### src/wcrc_defs.svh
// Purpose: Constants shared by the write link ends.
// Assumes: 50 MHz core clock, 160 ns link clock.
// Notes:   Register map applies to the controller port.
`ifndef WCRC_DEFS_SVH
`define WCRC_DEFS_SVH

// Link clock timing, derived from the two periods.
`define CLK_PERIOD_NS  20
`define LINK_PERIOD_NS 160
`define CK_HALF_CLKS   (`LINK_PERIOD_NS / (2 * `CLK_PERIOD_NS))

// Strobe and burst figures.
`define STROBE_GUARD   6
`define CRC_BEATS      4'h2
`define CWL_LOWEST     5'h09
`define SPACING_SHORT  4'h6
`define SPACING_PRE2   4'h7

// Controller register offsets.
`define A_CTRL 4'h0
`define A_CMD  4'h1
`define A_DLO  4'h2
`define A_DHI  4'h3
`define A_STAT 4'h4
`define A_TIME 4'h5

// Control register fields.
`define F_BMODE  1:0
`define F_CRC    2
`define F_DM     3
`define F_PRE2   4
`define F_CWL    12:8
`define F_SPACE  19:16
`define F_REINIT 31
`define CTRL_RST 32'h0005_0900

// Command register fields.
`define F_CTYPE 2:0
`define F_CBANK 7:4
`define F_CCHOP 8
`define F_CAP   9

// Timing register fields, in link clocks.
`define F_TWR     7:0
`define F_TWR_CDM 15:8
`define F_WTR_S   19:16
`define F_WTR_L   23:20
`define F_WTRS_CDM 27:24
`define F_WTRL_CDM 31:28
`define TIME_RST  32'h7362_0E0C

`endif

### src/wcrc_pkg.sv
// Purpose: Types and helpers shared by both link ends.
// Assumes: Included defs header provides the figures.
// Notes:   Burst choice lives here so both ends agree.
`include "wcrc_defs.svh"

package wcrc_pkg;

  typedef enum logic [2:0] {
    CMD_NOP  = 3'b000,
    CMD_WR   = 3'b001,
    CMD_RD   = 3'b010,
    CMD_PRE  = 3'b011,
    CMD_PREA = 3'b100
  } link_cmd_t;

  typedef enum logic [1:0] {
    BURST_EIGHT = 2'b00,
    CHOP_OTF    = 2'b01,
    CHOP_FIXED  = 2'b10
  } burst_t;

  // One sampled copy of every link wire.
  typedef struct packed {
    logic       ck;
    logic       dqs;
    logic       dqs_en;
    logic [2:0] cmd;
    logic [3:0] bank;
    logic       chop;
    logic       ap;
    logic [7:0] dq;
  } link_sample_t;

  // Burst length from the mode field and the chop bit.
  function automatic burst_t burst_select(input logic [1:0] mode, input logic chop);
    burst_t b;
    b = BURST_EIGHT;
    if (mode == 2'h1 && !chop) b = CHOP_OTF;
    if (mode == 2'h2) b = CHOP_FIXED;
    return b;
  endfunction

  // Strobe slots of one burst, checksum beats included.
  function automatic logic [3:0] slot_beats(input burst_t b, input logic crc);
    logic [3:0] n;
    n = (b == CHOP_FIXED) ? 4'h4 : 4'h8;
    if (crc) n = n + `CRC_BEATS;
    return n;
  endfunction

  // Checksum over the eight data bytes, polynomial x8+x2+x+1.
  function automatic logic [7:0] crc8(input logic [63:0] d);
    logic [7:0] c;
    c = 8'h00;
    for (int i = 63; i >= 0; i--) begin
      c = {c[6:0], 1'b0} ^ ((c[7] ^ d[i]) ? 8'h07 : 8'h00);
    end
    return c;
  endfunction

endpackage
### src/wcrc_link_if.sv
// Purpose: Write link between controller and memory device.
// Assumes: Controller makes the link clock.
// Notes:   All wires are one-way, controller to device.
`timescale 1ns/10ps
`default_nettype none

interface wcrc_link_if;
  logic       ck;
  logic       dqs;
  logic       dqs_en;
  logic [2:0] cmd;
  logic [3:0] bank;
  logic       chop;
  logic       ap;
  logic [7:0] dq;

  modport ctrl (output ck, dqs, dqs_en, cmd, bank, chop, ap, dq);
  modport dram (input ck, dqs, dqs_en, cmd, bank, chop, ap, dq);
endinterface

`default_nettype wire

### src/wcrc_ctrl.sv
// Purpose: Controller end: issues commands and drives write data.
// Assumes: Software writes the data words, then a command.
// Notes:   A second command while one waits is ignored.
//
// The address-and-strobe port and the register offsets were chosen for this implementation.
`timescale 1ns/10ps
`default_nettype none

module wcrc_ctrl #(
  parameter int DEPTH = 4
) (
  input  wire logic        clk_i,
  input  wire logic        rst_i,
  input  wire logic [3:0]  addr_i,
  input  wire logic [31:0] wdata_i,
  input  wire logic        we_i,
  input  wire logic        re_i,
  output logic      [31:0] rdata_o,
  wcrc_link_if.ctrl        link
);
  localparam int HALF = `CK_HALF_CLKS;
  localparam int PW   = $clog2(DEPTH);

  logic [1:0]  div_q, div_d;
  logic        ck_q, ck_d, dqs_q, dqs_d, en_q, en_d, beat_q, beat_d;
  logic [7:0]  h_q, h_d, dq_q, dq_d;
  logic [2:0]  cmd_q, cmd_d;
  logic [3:0]  bank_q, bank_d, lb_q, lb_d, space_q, space_d;
  logic        chop_q, chop_d, ap_q, ap_d, arm_q, arm_d, req_q, req_d;
  logic [31:0] ctrl_q, ctrl_d, time_q, time_d, cmdr_q, cmdr_d, rdata_q, rdata_d;
  logic [63:0] data_q, data_d;
  logic [7:0]  rec_q, rec_d;
  logic [3:0]  rbank_q, rbank_d, wtrs_q, wtrs_d, wtrl_q, wtrl_d;
  logic [1:0]  wbg_q, wbg_d;
  logic [7:0]  qs_q [DEPTH], qs_d [DEPTH];
  logic [3:0]  qn_q [DEPTH], qn_d [DEPTH], qb_q [DEPTH], qb_d [DEPTH];
  logic [3:0]  qk_q [DEPTH], qk_d [DEPTH];
  logic [63:0] qd_q [DEPTH], qd_d [DEPTH];
  logic [7:0]  qc_q [DEPTH], qc_d [DEPTH];
  logic [PW-1:0] rp_q, rp_d, wp_q, wp_d, sel;
  logic [PW:0]   cnt_q, cnt_d;
  logic        tick, mid, rise, fall, pop, push, cdm, vsel;
  logic [4:0]  write_cas_latency;
  logic [3:0]  space;
  logic [7:0]  off;
  logic [63:0] wd;
  wcrc_pkg::burst_t b;

  // Next state of clock divider, commands, data queue and timers.
  always_comb begin
    div_d = div_q; ck_d = ck_q; h_d = h_q; cmd_d = cmd_q; bank_d = bank_q;
    chop_d = chop_q; ap_d = ap_q; space_d = space_q; req_d = req_q;
    ctrl_d = ctrl_q; time_d = time_q; cmdr_d = cmdr_q; data_d = data_q;
    rec_d = rec_q; rbank_d = rbank_q; wtrs_d = wtrs_q; wtrl_d = wtrl_q;
    wbg_d = wbg_q; lb_d = lb_q; dq_d = dq_q; dqs_d = dqs_q; en_d = en_q;
    beat_d = beat_q; qs_d = qs_q; qn_d = qn_q; qb_d = qb_q; qk_d = qk_q;
    qd_d = qd_q; qc_d = qc_q; rp_d = rp_q; wp_d = wp_q; pop = 1'b0; push = 1'b0;
    off = 8'h00; sel = rp_q; vsel = 1'b0;
    tick = (div_q == 2'(HALF - 1));
    mid  = (div_q == 2'(HALF / 2 - 1));
    rise = tick & ~ck_q;
    fall = tick & ck_q;
    cdm  = ctrl_q[`F_CRC] & ctrl_q[`F_DM];
    write_cas_latency  = ctrl_q[`F_CWL];
    if (ctrl_q[`F_PRE2] && write_cas_latency < `CWL_LOWEST + 5'h01) write_cas_latency = `CWL_LOWEST + 5'h01;
    space = ctrl_q[`F_SPACE];
    if (ctrl_q[`F_PRE2] && space == `SPACING_SHORT) space = `SPACING_PRE2;
    b  = wcrc_pkg::burst_select(ctrl_q[`F_BMODE], cmdr_q[`F_CCHOP]);
    wd = (b == wcrc_pkg::BURST_EIGHT) ? data_q : {32'hFFFF_FFFF, data_q[31:0]};
    div_d = tick ? 2'h0 : div_q + 2'h1;
    if (tick) begin
      ck_d = ~ck_q;
      h_d  = h_q + 8'h01;
    end
    // Commands change on the falling link edge, sampled at the next rise.
    if (fall) begin
      cmd_d = wcrc_pkg::CMD_NOP;
      if (space_q != 4'h0) space_d = space_q - 4'h1;
      if (req_q) begin
        unique case (cmdr_q[`F_CTYPE])
          wcrc_pkg::CMD_WR: if (space_q == 4'h0 && cnt_q < (PW+1)'(DEPTH)) begin
            push = 1'b1;
            qs_d[wp_q] = h_q + 8'h02 + {2'b00, write_cas_latency, 1'b0};
            qn_d[wp_q] = wcrc_pkg::slot_beats(b, ctrl_q[`F_CRC]);
            qk_d[wp_q] = (b == wcrc_pkg::BURST_EIGHT) ? 4'h8 : 4'h4;
            qb_d[wp_q] = cmdr_q[`F_CBANK];
            qd_d[wp_q] = wd;
            qc_d[wp_q] = wcrc_pkg::crc8(wd);
            wp_d = wp_q + PW'(1);
            space_d = space - 4'h1;
          end
          wcrc_pkg::CMD_RD:
            push = (cmdr_q[7:6] == wbg_q) ? (wtrl_q == 4'h0) : (wtrs_q == 4'h0);
          wcrc_pkg::CMD_PRE:
            push = (cmdr_q[`F_CBANK] != rbank_q) || (rec_q == 8'h00);
          wcrc_pkg::CMD_PREA:
            push = (rec_q == 8'h00) && (cnt_q == '0) && !arm_q;
          default: push = 1'b1;
        endcase
        if (push) begin
          req_d = 1'b0;
          cmd_d = cmdr_q[`F_CTYPE];
          bank_d = cmdr_q[`F_CBANK];
          chop_d = cmdr_q[`F_CCHOP];
          ap_d = cmdr_q[`F_CAP];
        end
        push = push && (cmdr_q[`F_CTYPE] == wcrc_pkg::CMD_WR);
      end
    end
    // Data beats follow the half link clock; a back-to-back burst keeps the strobe on.
    if (tick) begin
      off = h_d - qs_q[rp_q];
      if (cnt_q != '0 && off == {4'h0, qn_q[rp_q]}) begin
        pop = 1'b1;
        lb_d = qb_q[rp_q];
        rp_d = rp_q + PW'(1);
      end
      sel  = pop ? rp_q + PW'(1) : rp_q;
      vsel = (cnt_q > (pop ? (PW+1)'(1) : (PW+1)'(0)));
      off  = h_d - qs_q[sel];
      beat_d = vsel && off < {4'h0, qn_q[sel]};
      en_d = vsel && $signed(off) >= (ctrl_q[`F_PRE2] ? -8'sd4 : -8'sd2);
      if (off < {4'h0, qk_q[sel]}) dq_d = qd_q[sel][{off[2:0], 3'b000} +: 8];
      else if (off == {4'h0, qn_q[sel]} - 8'h02) dq_d = qc_q[sel];
      else dq_d = ~qc_q[sel];
      if (!en_d) dqs_d = 1'b0;
    end
    if (mid && beat_q) dqs_d = ~dqs_q;
    // Recovery and turnaround start at the first rise after the last beat.
    arm_d = (arm_q | pop) & ~rise;
    if (rise) begin
      if (arm_q | pop) begin
        rbank_d = pop ? qb_q[rp_q] : lb_q;
        wbg_d = rbank_d[3:2];
        rec_d  = cdm ? time_q[`F_TWR_CDM] : time_q[`F_TWR];
        wtrs_d = cdm ? time_q[`F_WTRS_CDM] : time_q[`F_WTR_S];
        wtrl_d = cdm ? time_q[`F_WTRL_CDM] : time_q[`F_WTR_L];
      end else begin
        if (rec_q != 8'h00) rec_d = rec_q - 8'h01;
        if (wtrs_q != 4'h0) wtrs_d = wtrs_q - 4'h1;
        if (wtrl_q != 4'h0) wtrl_d = wtrl_q - 4'h1;
      end
    end
    // Register port.
    rdata_d = 32'h0000_0000;
    if (re_i) begin
      unique case (addr_i)
        `A_CTRL: rdata_d = ctrl_q;
        `A_CMD:  rdata_d = cmdr_q;
        `A_DLO:  rdata_d = data_q[31:0];
        `A_DHI:  rdata_d = data_q[63:32];
        `A_STAT: rdata_d = {24'h0, en_q, wtrs_q != 4'h0 || wtrl_q != 4'h0,
                            rec_q != 8'h00, 4'(cnt_q), req_q};
        `A_TIME: rdata_d = time_q;
        default: rdata_d = 32'h0000_0000;
      endcase
    end
    if (we_i) begin
      unique case (addr_i)
        `A_CTRL: begin
          ctrl_d = wdata_i;
          ctrl_d[`F_REINIT] = 1'b0;
        end
        `A_CMD:  if (!req_q) begin
          cmdr_d = wdata_i;
          req_d = 1'b1;
        end
        `A_DLO:  data_d[31:0] = wdata_i;
        `A_DHI:  data_d[63:32] = wdata_i;
        `A_TIME: time_d = wdata_i;
        default: ;
      endcase
    end
    cnt_d = cnt_q + (push ? (PW+1)'(1) : '0) - (pop ? (PW+1)'(1) : '0);
    // Reinitialisation drops everything in flight.
    if (we_i && addr_i == `A_CTRL && wdata_i[`F_REINIT]) begin
      cnt_d = '0; rp_d = '0; wp_d = '0; req_d = 1'b0; arm_d = 1'b0;
      rec_d = 8'h00; wtrs_d = 4'h0; wtrl_d = 4'h0; space_d = 4'h0;
    end
  end

  // Registers of the controller.
  always_ff @(posedge clk_i or posedge rst_i) begin
    if (rst_i) begin
      div_q <= 2'h0; ck_q <= 1'b0; h_q <= 8'h00; cmd_q <= 3'h0; bank_q <= 4'h0;
      chop_q <= 1'b0; ap_q <= 1'b0; space_q <= 4'h0; req_q <= 1'b0;
      ctrl_q <= `CTRL_RST; time_q <= `TIME_RST; cmdr_q <= 32'h0; data_q <= 64'h0;
      rec_q <= 8'h00; rbank_q <= 4'h0; wtrs_q <= 4'h0; wtrl_q <= 4'h0; wbg_q <= 2'h0;
      lb_q <= 4'h0; dq_q <= 8'h00; dqs_q <= 1'b0; en_q <= 1'b0; beat_q <= 1'b0;
      arm_q <= 1'b0; rp_q <= '0; wp_q <= '0; cnt_q <= '0; rdata_q <= 32'h0;
      for (int i = 0; i < DEPTH; i++) begin
        qs_q[i] <= 8'h00; qn_q[i] <= 4'h0; qb_q[i] <= 4'h0; qk_q[i] <= 4'h0;
        qd_q[i] <= 64'h0; qc_q[i] <= 8'h00;
      end
    end else begin
      div_q <= div_d; ck_q <= ck_d; h_q <= h_d; cmd_q <= cmd_d; bank_q <= bank_d;
      chop_q <= chop_d; ap_q <= ap_d; space_q <= space_d; req_q <= req_d;
      ctrl_q <= ctrl_d; time_q <= time_d; cmdr_q <= cmdr_d; data_q <= data_d;
      rec_q <= rec_d; rbank_q <= rbank_d; wtrs_q <= wtrs_d; wtrl_q <= wtrl_d;
      wbg_q <= wbg_d; lb_q <= lb_d; dq_q <= dq_d; dqs_q <= dqs_d; en_q <= en_d;
      beat_q <= beat_d; arm_q <= arm_d; rp_q <= rp_d; wp_q <= wp_d; cnt_q <= cnt_d;
      rdata_q <= rdata_d; qs_q <= qs_d; qn_q <= qn_d; qb_q <= qb_d; qk_q <= qk_d;
      qd_q <= qd_d; qc_q <= qc_d;
    end
  end

  // Every link wire comes from a flip-flop.
  assign link.ck = ck_q;
  assign link.dqs = dqs_q;
  assign link.dqs_en = en_q;
  assign link.cmd = cmd_q;
  assign link.bank = bank_q;
  assign link.chop = chop_q;
  assign link.ap = ap_q;
  assign link.dq = dq_q;
  assign rdata_o = rdata_q;
endmodule

`default_nettype wire

### src/flat_wrapper.sv
// flat-port wrapper written by rule: the top's interface ports become plain ports
module wcrc_ctrl_flat 
#(
  parameter int DEPTH = 4
)
  (clk_i, rst_i, addr_i, wdata_i, we_i, re_i, rdata_o, link_ck, link_dqs, link_dqs_en, link_cmd, link_bank, link_chop, link_ap, link_dq);
  wcrc_link_if link_i ();
  input  wire logic clk_i;
  input  wire logic rst_i;
  input  wire logic [3:0] addr_i;
  input  wire logic [31:0] wdata_i;
  input  wire logic we_i;
  input  wire logic re_i;
  output logic      [31:0] rdata_o;
  output wire logic [$bits(link_i.ck)-1:0] link_ck;
  output wire logic [$bits(link_i.dqs)-1:0] link_dqs;
  output wire logic [$bits(link_i.dqs_en)-1:0] link_dqs_en;
  output wire logic [$bits(link_i.cmd)-1:0] link_cmd;
  output wire logic [$bits(link_i.bank)-1:0] link_bank;
  output wire logic [$bits(link_i.chop)-1:0] link_chop;
  output wire logic [$bits(link_i.ap)-1:0] link_ap;
  output wire logic [$bits(link_i.dq)-1:0] link_dq;
  assign link_ck = link_i.ck;
  assign link_dqs = link_i.dqs;
  assign link_dqs_en = link_i.dqs_en;
  assign link_cmd = link_i.cmd;
  assign link_bank = link_i.bank;
  assign link_chop = link_i.chop;
  assign link_ap = link_i.ap;
  assign link_dq = link_i.dq;
  wcrc_ctrl #(.DEPTH(DEPTH)) u_core (.clk_i(clk_i), .rst_i(rst_i), .addr_i(addr_i), .wdata_i(wdata_i), .we_i(we_i), .re_i(re_i), .rdata_o(rdata_o), .link(link_i));
endmodule
### config.mk
export PLATFORM = sky130hd
export DESIGN_NAME = wcrc_ctrl_flat
export DESIGN_NICKNAME = d
export VERILOG_FILES = /design/src/wcrc_pkg.sv /design/src/wcrc_link_if.sv /design/src/wcrc_ctrl.sv /design/src/flat_wrapper.sv
export VERILOG_INCLUDE_DIRS = /design/src /design/src/src
export SDC_FILE = /design/constraint.sdc
export NUM_CORES = 2
export LEC_CHECK = 0
export BUFFER_PORTS_ARGS = -buffer_cell sky130_fd_sc_hd__buf_2
export CORE_MARGIN = 3
export CORE_UTILIZATION = 42
export CTS_CLUSTER_DIAMETER = 150
export DETAILED_ROUTE_END_ITERATION = 7
export GPL_TIMING_DRIVEN = 0
export PLACE_DENSITY_LB_ADDON = 0.2
export SLEW_MARGIN = 20
export SYNTH_ARGS = -nofsm -noshare
export SYNTH_HDL_FRONTEND = slang
export SYNTH_SLANG_ARGS = --single-unit
### constraint.sdc
create_clock -name clk_i -period 47.7 [get_ports clk_i]
set_input_delay 9.54 -clock clk_i [delete_from_list [all_inputs] [get_ports clk_i]]
set_output_delay 9.54 -clock clk_i [all_outputs]
set_load 0.02 [all_outputs]
# Word level (Yosys, flattened, before mapping)
# Cells that the tools add are included.
dict set report totals {
  register_bits 629
  in_bits 40
  out_inout_bits 52
  elab_cells 473
}
dict set report classes {
  addsub 17
  n_lt_le_gt_ge 10
  eq_ne 20
  shifts 1
  n_mux 177
  bitwise_logic 139
  reduce_logical 56
}
# op count
set ops {}
lappend ops {{8-bit XOR} 63}
lappend ops {{256-bit bitwise mux} 1}
lappend ops {{64-bit two-way mux} 4}
lappend ops {{3-bit two-way mux} 67}
lappend ops {{32-bit case mux with 6 select lines} 1}
lappend ops {{4-bit two-way mux} 34}
lappend ops {{64-bit binary-select mux with 2-bit select} 1}
lappend ops {{64-bit demux with 2-bit select} 1}
lappend ops {{8-bit two-way mux} 15}
lappend ops {{32-bit bitwise mux} 2}
lappend ops {{64-bit by 7-bit indexed part select with 8-bit output} 1}
lappend ops {{1-bit XOR} 62}
lappend ops {{8-bit binary-select mux with 2-bit select} 3}
lappend ops {{16-bit bitwise mux} 3}
lappend ops {{4-bit binary-select mux with 2-bit select} 4}
lappend ops {{32-bit two-way mux} 1}
lappend ops {{1-bit two-way mux} 24}
lappend ops {{2-bit two-way mux} 12}
lappend ops {{2-bit AND reduction} 11}
lappend ops {{8-bit demux with 2-bit select} 1}
lappend ops {{4-bit logical NOT} 4}
lappend ops {{8-bit by 4-bit < comparator with 1-bit output} 2}
lappend ops {{2-bit nonzero test} 8}
lappend ops {{4-bit by 1-bit subtractor with 4-bit output, second input constant} 4}
lappend ops {{49 further kinds} 91}

# Logic depth before layout (Yosys ltp)
dict set report logic_depth {
  word_depth 196
  depth_mapped 35
  depth_no_buf 26
}

# Worst setup path after synthesis
# No wires, ideal clock.
dict set report synth_timing {
  path_kind {input to register}
  from {input port addr_i[1]}
  to {register u_core.cnt_q[2]}
  setup_ps 132
  t_arrival_ps 10953
  required_ps 47568
  slack_ps 36616
  stages 5
  n_path_buf 2
  cell_sequence {nor4_1 -> and3_1 -> clkbuf_1 -> buf_1 -> nor2_1}
}
dict set report synth_between {
  elab_chain_cells 4
}
# element line
set synth_rtl {}
lappend synth_rtl {{start, declared} flat_wrapper.sv:10} ;# input wire logic [3:0] addr_i;
lappend synth_rtl {{4-bit logical NOT (no source line)} n/a}
lappend synth_rtl {{1-bit logical AND (no source line)} n/a}
lappend synth_rtl {{1-bit logical AND} wcrc_ctrl.sv:176} ;# if (we_i && addr_i == `A_CTRL && wdata_i[`F_REINIT]) begin
lappend synth_rtl {{3-bit two-way mux} wcrc_ctrl.sv:176}
lappend synth_rtl {{named net u_core.cnt_d[2]} wcrc_ctrl.sv:41} ;# logic [PW:0] cnt_q, cnt_d;
lappend synth_rtl {{end signal, assigned} wcrc_ctrl.sv:201} ;# beat_q <= beat_d; arm_q <= arm_d; rp_q <= rp_d; wp_q <= wp_d; cnt_q <= cnt_d;
lappend synth_rtl {{end, declared} wcrc_ctrl.sv:41}
# The timed path passes the listed nets, and every way through them passes these cells.
# A chain may end at the register's enable or synchronous reset.

# Worst setup path in the final report
dict set report layout_timing {
  from {register u_core.rp_q[1]}
  to {register u_core.dq_q[1] (netlist: u_core.link.dq[1])}
}
dict set report layout_between {
  elab_chain_cells 18
}
# element line
set layout_rtl {}
lappend layout_rtl {{start, declared} wcrc_ctrl.sv:40} ;# logic [PW-1:0] rp_q, rp_d, wp_q, wp_d, sel;
lappend layout_rtl {{start signal, assigned} wcrc_ctrl.sv:201}
lappend layout_rtl {{2-bit inverter with 3-bit output (implied by the code)} {wcrc_ctrl.sv:112, wcrc_ctrl.sv:113}}
lappend layout_rtl {{8-bit binary-select mux with 2-bit select} wcrc_ctrl.sv:112} ;# off = h_d - qs_q[rp_q];
lappend layout_rtl {{8-bit two-way mux (implied by the code) (2 in a row)} wcrc_ctrl.sv:112}
lappend layout_rtl {{8-bit subtractor} wcrc_ctrl.sv:112}
lappend layout_rtl {{8-bit by 4-bit == test with 1-bit output} wcrc_ctrl.sv:113} ;# if (cnt_q != '0 && off == {4'h0, qn_q[rp_q]}) begin
lappend layout_rtl {{1-bit logical AND} wcrc_ctrl.sv:113}
lappend layout_rtl {{1-bit two-way mux} wcrc_ctrl.sv:113}
lappend layout_rtl {{1-bit two-way mux} wcrc_ctrl.sv:111} ;# if (tick) begin
lappend layout_rtl {{2-bit two-way mux (*)} wcrc_ctrl.sv:118} ;# sel = pop ? rp_q + PW'(1) : rp_q;
lappend layout_rtl {{2-bit inverter with 3-bit output (implied by the code) (*)} n/a}
lappend layout_rtl {{branches (longest 6 deep; another with 8-bit subtractor)} n/a}
lappend layout_rtl {{8-bit two-way mux (*)} wcrc_ctrl.sv:123} ;# if (off < {4'h0, qk_q[sel]}) dq_d = qd_q[sel][{off[2:0], 3'b000} +: 8];
lappend layout_rtl {{end signal, assigned} wcrc_ctrl.sv:200} ;# wbg_q <= wbg_d; lb_q <= lb_d; dq_q <= dq_d; dqs_q <= dqs_d; en_q <= en_d;
lappend layout_rtl {{end, declared} wcrc_ctrl.sv:26} ;# logic [7:0] h_q, h_d, dq_q, dq_d;
# Every way passes the cells marked *. The select of a mux whose other input is x is not followed.

==> run metrics <==
Port Buffers=90; placer congestion estimate=just over 0.9; FF-to-FF Start=u_core.rp_q[1]; Seq/Total Area, Yosys=50.21%; slowest cell on the critical path=xor2_2; reg2reg setup slack=about 36 ns; area of the multi-input gates=0.01445 mm²; Synth top cells by count=598 x dfrtp_1, 392 x mux2_2, 240 x nand2_1; Fin Clk Skew=0.02959 ns; gr ovfl total=0; hold path depth=2; total wire length=~94000 µm; RSZ-0062 raised after global routing=false; Slew headroom=25.57%; Avg WL per Cell=roughly 26 µm; RR Endpoint=u_core.link.dq[1]; HP Start=u_core.qd_q[45]; initial drt markers=2047; synthesized area=~0.03 mm²; Crit path largest cell delay=about 0.77 ns; cts bufs inserted=67; CTS Sinks=between 600 and 700; WP data arrival=~13 ns; H-tree depth=3; first-pass GRT wire length=roughly 140000 µm; Cell variety after synth=a little under 80; syn avg cell area=~13 µm²; final hold violations=0; WHS Endpoint=u_core.qd_q[45]; post-synthesis register bit count=615; post-cts resize count=0; crit-path max FO=11; FILL cells=between 6000 and 7000; vias in the first global route=21980; die area=0.07636 mm²; Yosys top cell by area=dfrtp_1; minimum clock period=12.01 ns; Die W=276.3 µm; Slew Viols, Final=0; nets@finish=2704; HP Class=register to register; 1st-pass router iterations=8; Worst Tran Pin Value=about 1.1 ns; period utilization=25.19%; R2R depth=30; post-route ant nets=0; Yosys Warn Count=0; antenna violations before repair=6; share of cells above drive strength 1=28.65%; vias per cell=5.857; detailed-route via count=around 21000; floorplan row count=98; sequential cell area=0.01541 mm²; CTS clk-pin slew, worst paths=0.06 ns; Skew-Pair Late Insertion Delay=approximately 0.62 ns; Critical Path Sink Type=register; most common cell in the netlist=dfrtp_1; Core ar.=0.07198 mm²; top cells by area, synth=dfrtp_1 49%, mux2_2 14%, mux4_2 7.9%; GR Util All Layers=between 20% and 30%; dpl hpwl=69330 µm; Synth top area share=48.76%; Root Driver=clkbuf_16; drt drc=0; CTS tree=done; Finish-stage setup viols=0; initial core utilization=42.64%; Setup CP Type=register to register; FMAX=83.23 MHz; largest net degree at the start of global routing=108; Die Ht=276.3 µm; Critical Path RT=48.20 ns; EDFF count, synth=0; Syn-to-layout area delta=13.11%; share of flip-flops with an asynchronous set or reset=100.0%; CTS Hold Buffers Added=0; Top FF cell, synth=dfrtp_1; Critical Path Source Type=register; CTS Buffer Depth=3; run status=completed; setup tns final=0 ns; Synth Instances=approximately 2500; Max Cap Viol=0; Setup Buffers After CTS=0; I/O pin cnt=92; Synthesized Nets=2537
## worst max-delay path by stage
| stage | startpoint | endpoint | slack (ns) | cells past startpoint |
|---|---|---|---|---|
| finish | u_core.rp_q[1] | u_core.link.dq[1] | 35.69 | 30 |
| floorplan | rst_i | u_core.arm_q | 20.97 | 1 |
| global placement | rst_i | u_core.cmdr_q[22] | 15.04 | 2 |
| global route | u_core.rp_q[1] | u_core.link.dq[3] | 34.98 | 30 |
| detailed placement | addr_i[1] | u_core.rp_q[0] | 35.34 | 6 |
| CTS | u_core.rp_q[1] | u_core.link.dq[3] | 35.68 | 30 |
## placed cells by master (no fill, tap or decap), drive strengths merged, types with 9 or more instances in the layout
cell     count
nor3        26
nor2b       13
xor2        41
ha          43
nand2b      10
xnor2      125
a21oi       58
nand2      241
a222oi      27
mux4       108
nor2        86
clkbuf     202
mux2i       21
o211ai      10
or3          9
a31oi       17
clkinv      23
and3         9
mux2       392
xnor3       23
dfrtp      598
a22oi       46
buf        147
nand3b      13
inv         55
o2111ai     10
nand3       14
dfstp       17
o21ai      178
## per-layer routing
layer	GRT usage (%)	share of wire (%)	vias up
met5	0	0.026	-
met4	7.123	2.8	4
met3	4.146	6.5	147
met2	39.16	47	685
met1	34.24	43	11150
li1	-	-	9217
## stage by stage
step	area, µm²	instances	setup slack (ns)	util [%]	hold WS [ns]
global placement	32330	3490	15.04	44.92	0.4459
floorplan	30690	2450	20.97	-	0.4305
CTS	34700	3617	35.68	48.21	0.4786
global route	34710	3618	34.98	48.23	0.4928
detailed placement	32540	3498	35.34	45.21	0.4644
finish	34720	3620	35.69	48.23	0.4754
## registers in the layout, indices dropped and copies added, names as in the netlist, 4 cells and up
signal and count:
u_core.cmdr_q 32, u_core.ctrl_q 31, u_core.data_q 64, u_core.h_q 8, u_core.lb_q 4, u_core.link.bank 4
u_core.link.dq 8, u_core.qb_q 16, u_core.qc_q 32, u_core.qd_q 256, u_core.qk_q 8, u_core.qn_q 12
u_core.qs_q 32, u_core.rdata_o 32, u_core.rec_q 8, u_core.space_q 4, u_core.time_q 32, u_core.wtrl_q 4
u_core.wtrs_q 4
## cells by family (layout without fill, tap and decap cells)
logic type,Yosys count,after routing,synth area share [%]
other,0,3,0
XOR/XNOR,194,194,6.861
AO/OA/AOI/OAI,403,403,8.341
multiplexers,521,521,22.99
AND/OR/NAND/NOR,456,456,6.751
flip-flops,615,615,50.21
adder cells (fa/ha/maj),48,48,2.046
buffers and inverters,213,430,2.797
## worst max-delay path, delay by kind of cell (launching register included)
family	cells	cell delay, ns
fa+ha+maj	5	1.65
simple gates	6	1.44
flops	1	0.40
mux	2	0.85
buf+inv	10	4.38
xor+xnor	2	1.48
compound gates	5	1.65
## final cells by class
class,count,share of cell area (%)
antenna,3,0.02162
clock inverter,27,0.6812
timing repair buffer,98,1.827
inverter,54,0.6055
tap,950,3.424
sequential,615,44.39
clock buffer,92,5.536
multi-input combinational,1622,41.62
buffer,159,1.889
Power is left out: the tool's default activity adds up to more than one toggle a clock period on the data nets, which glitch-free logic cannot reach.
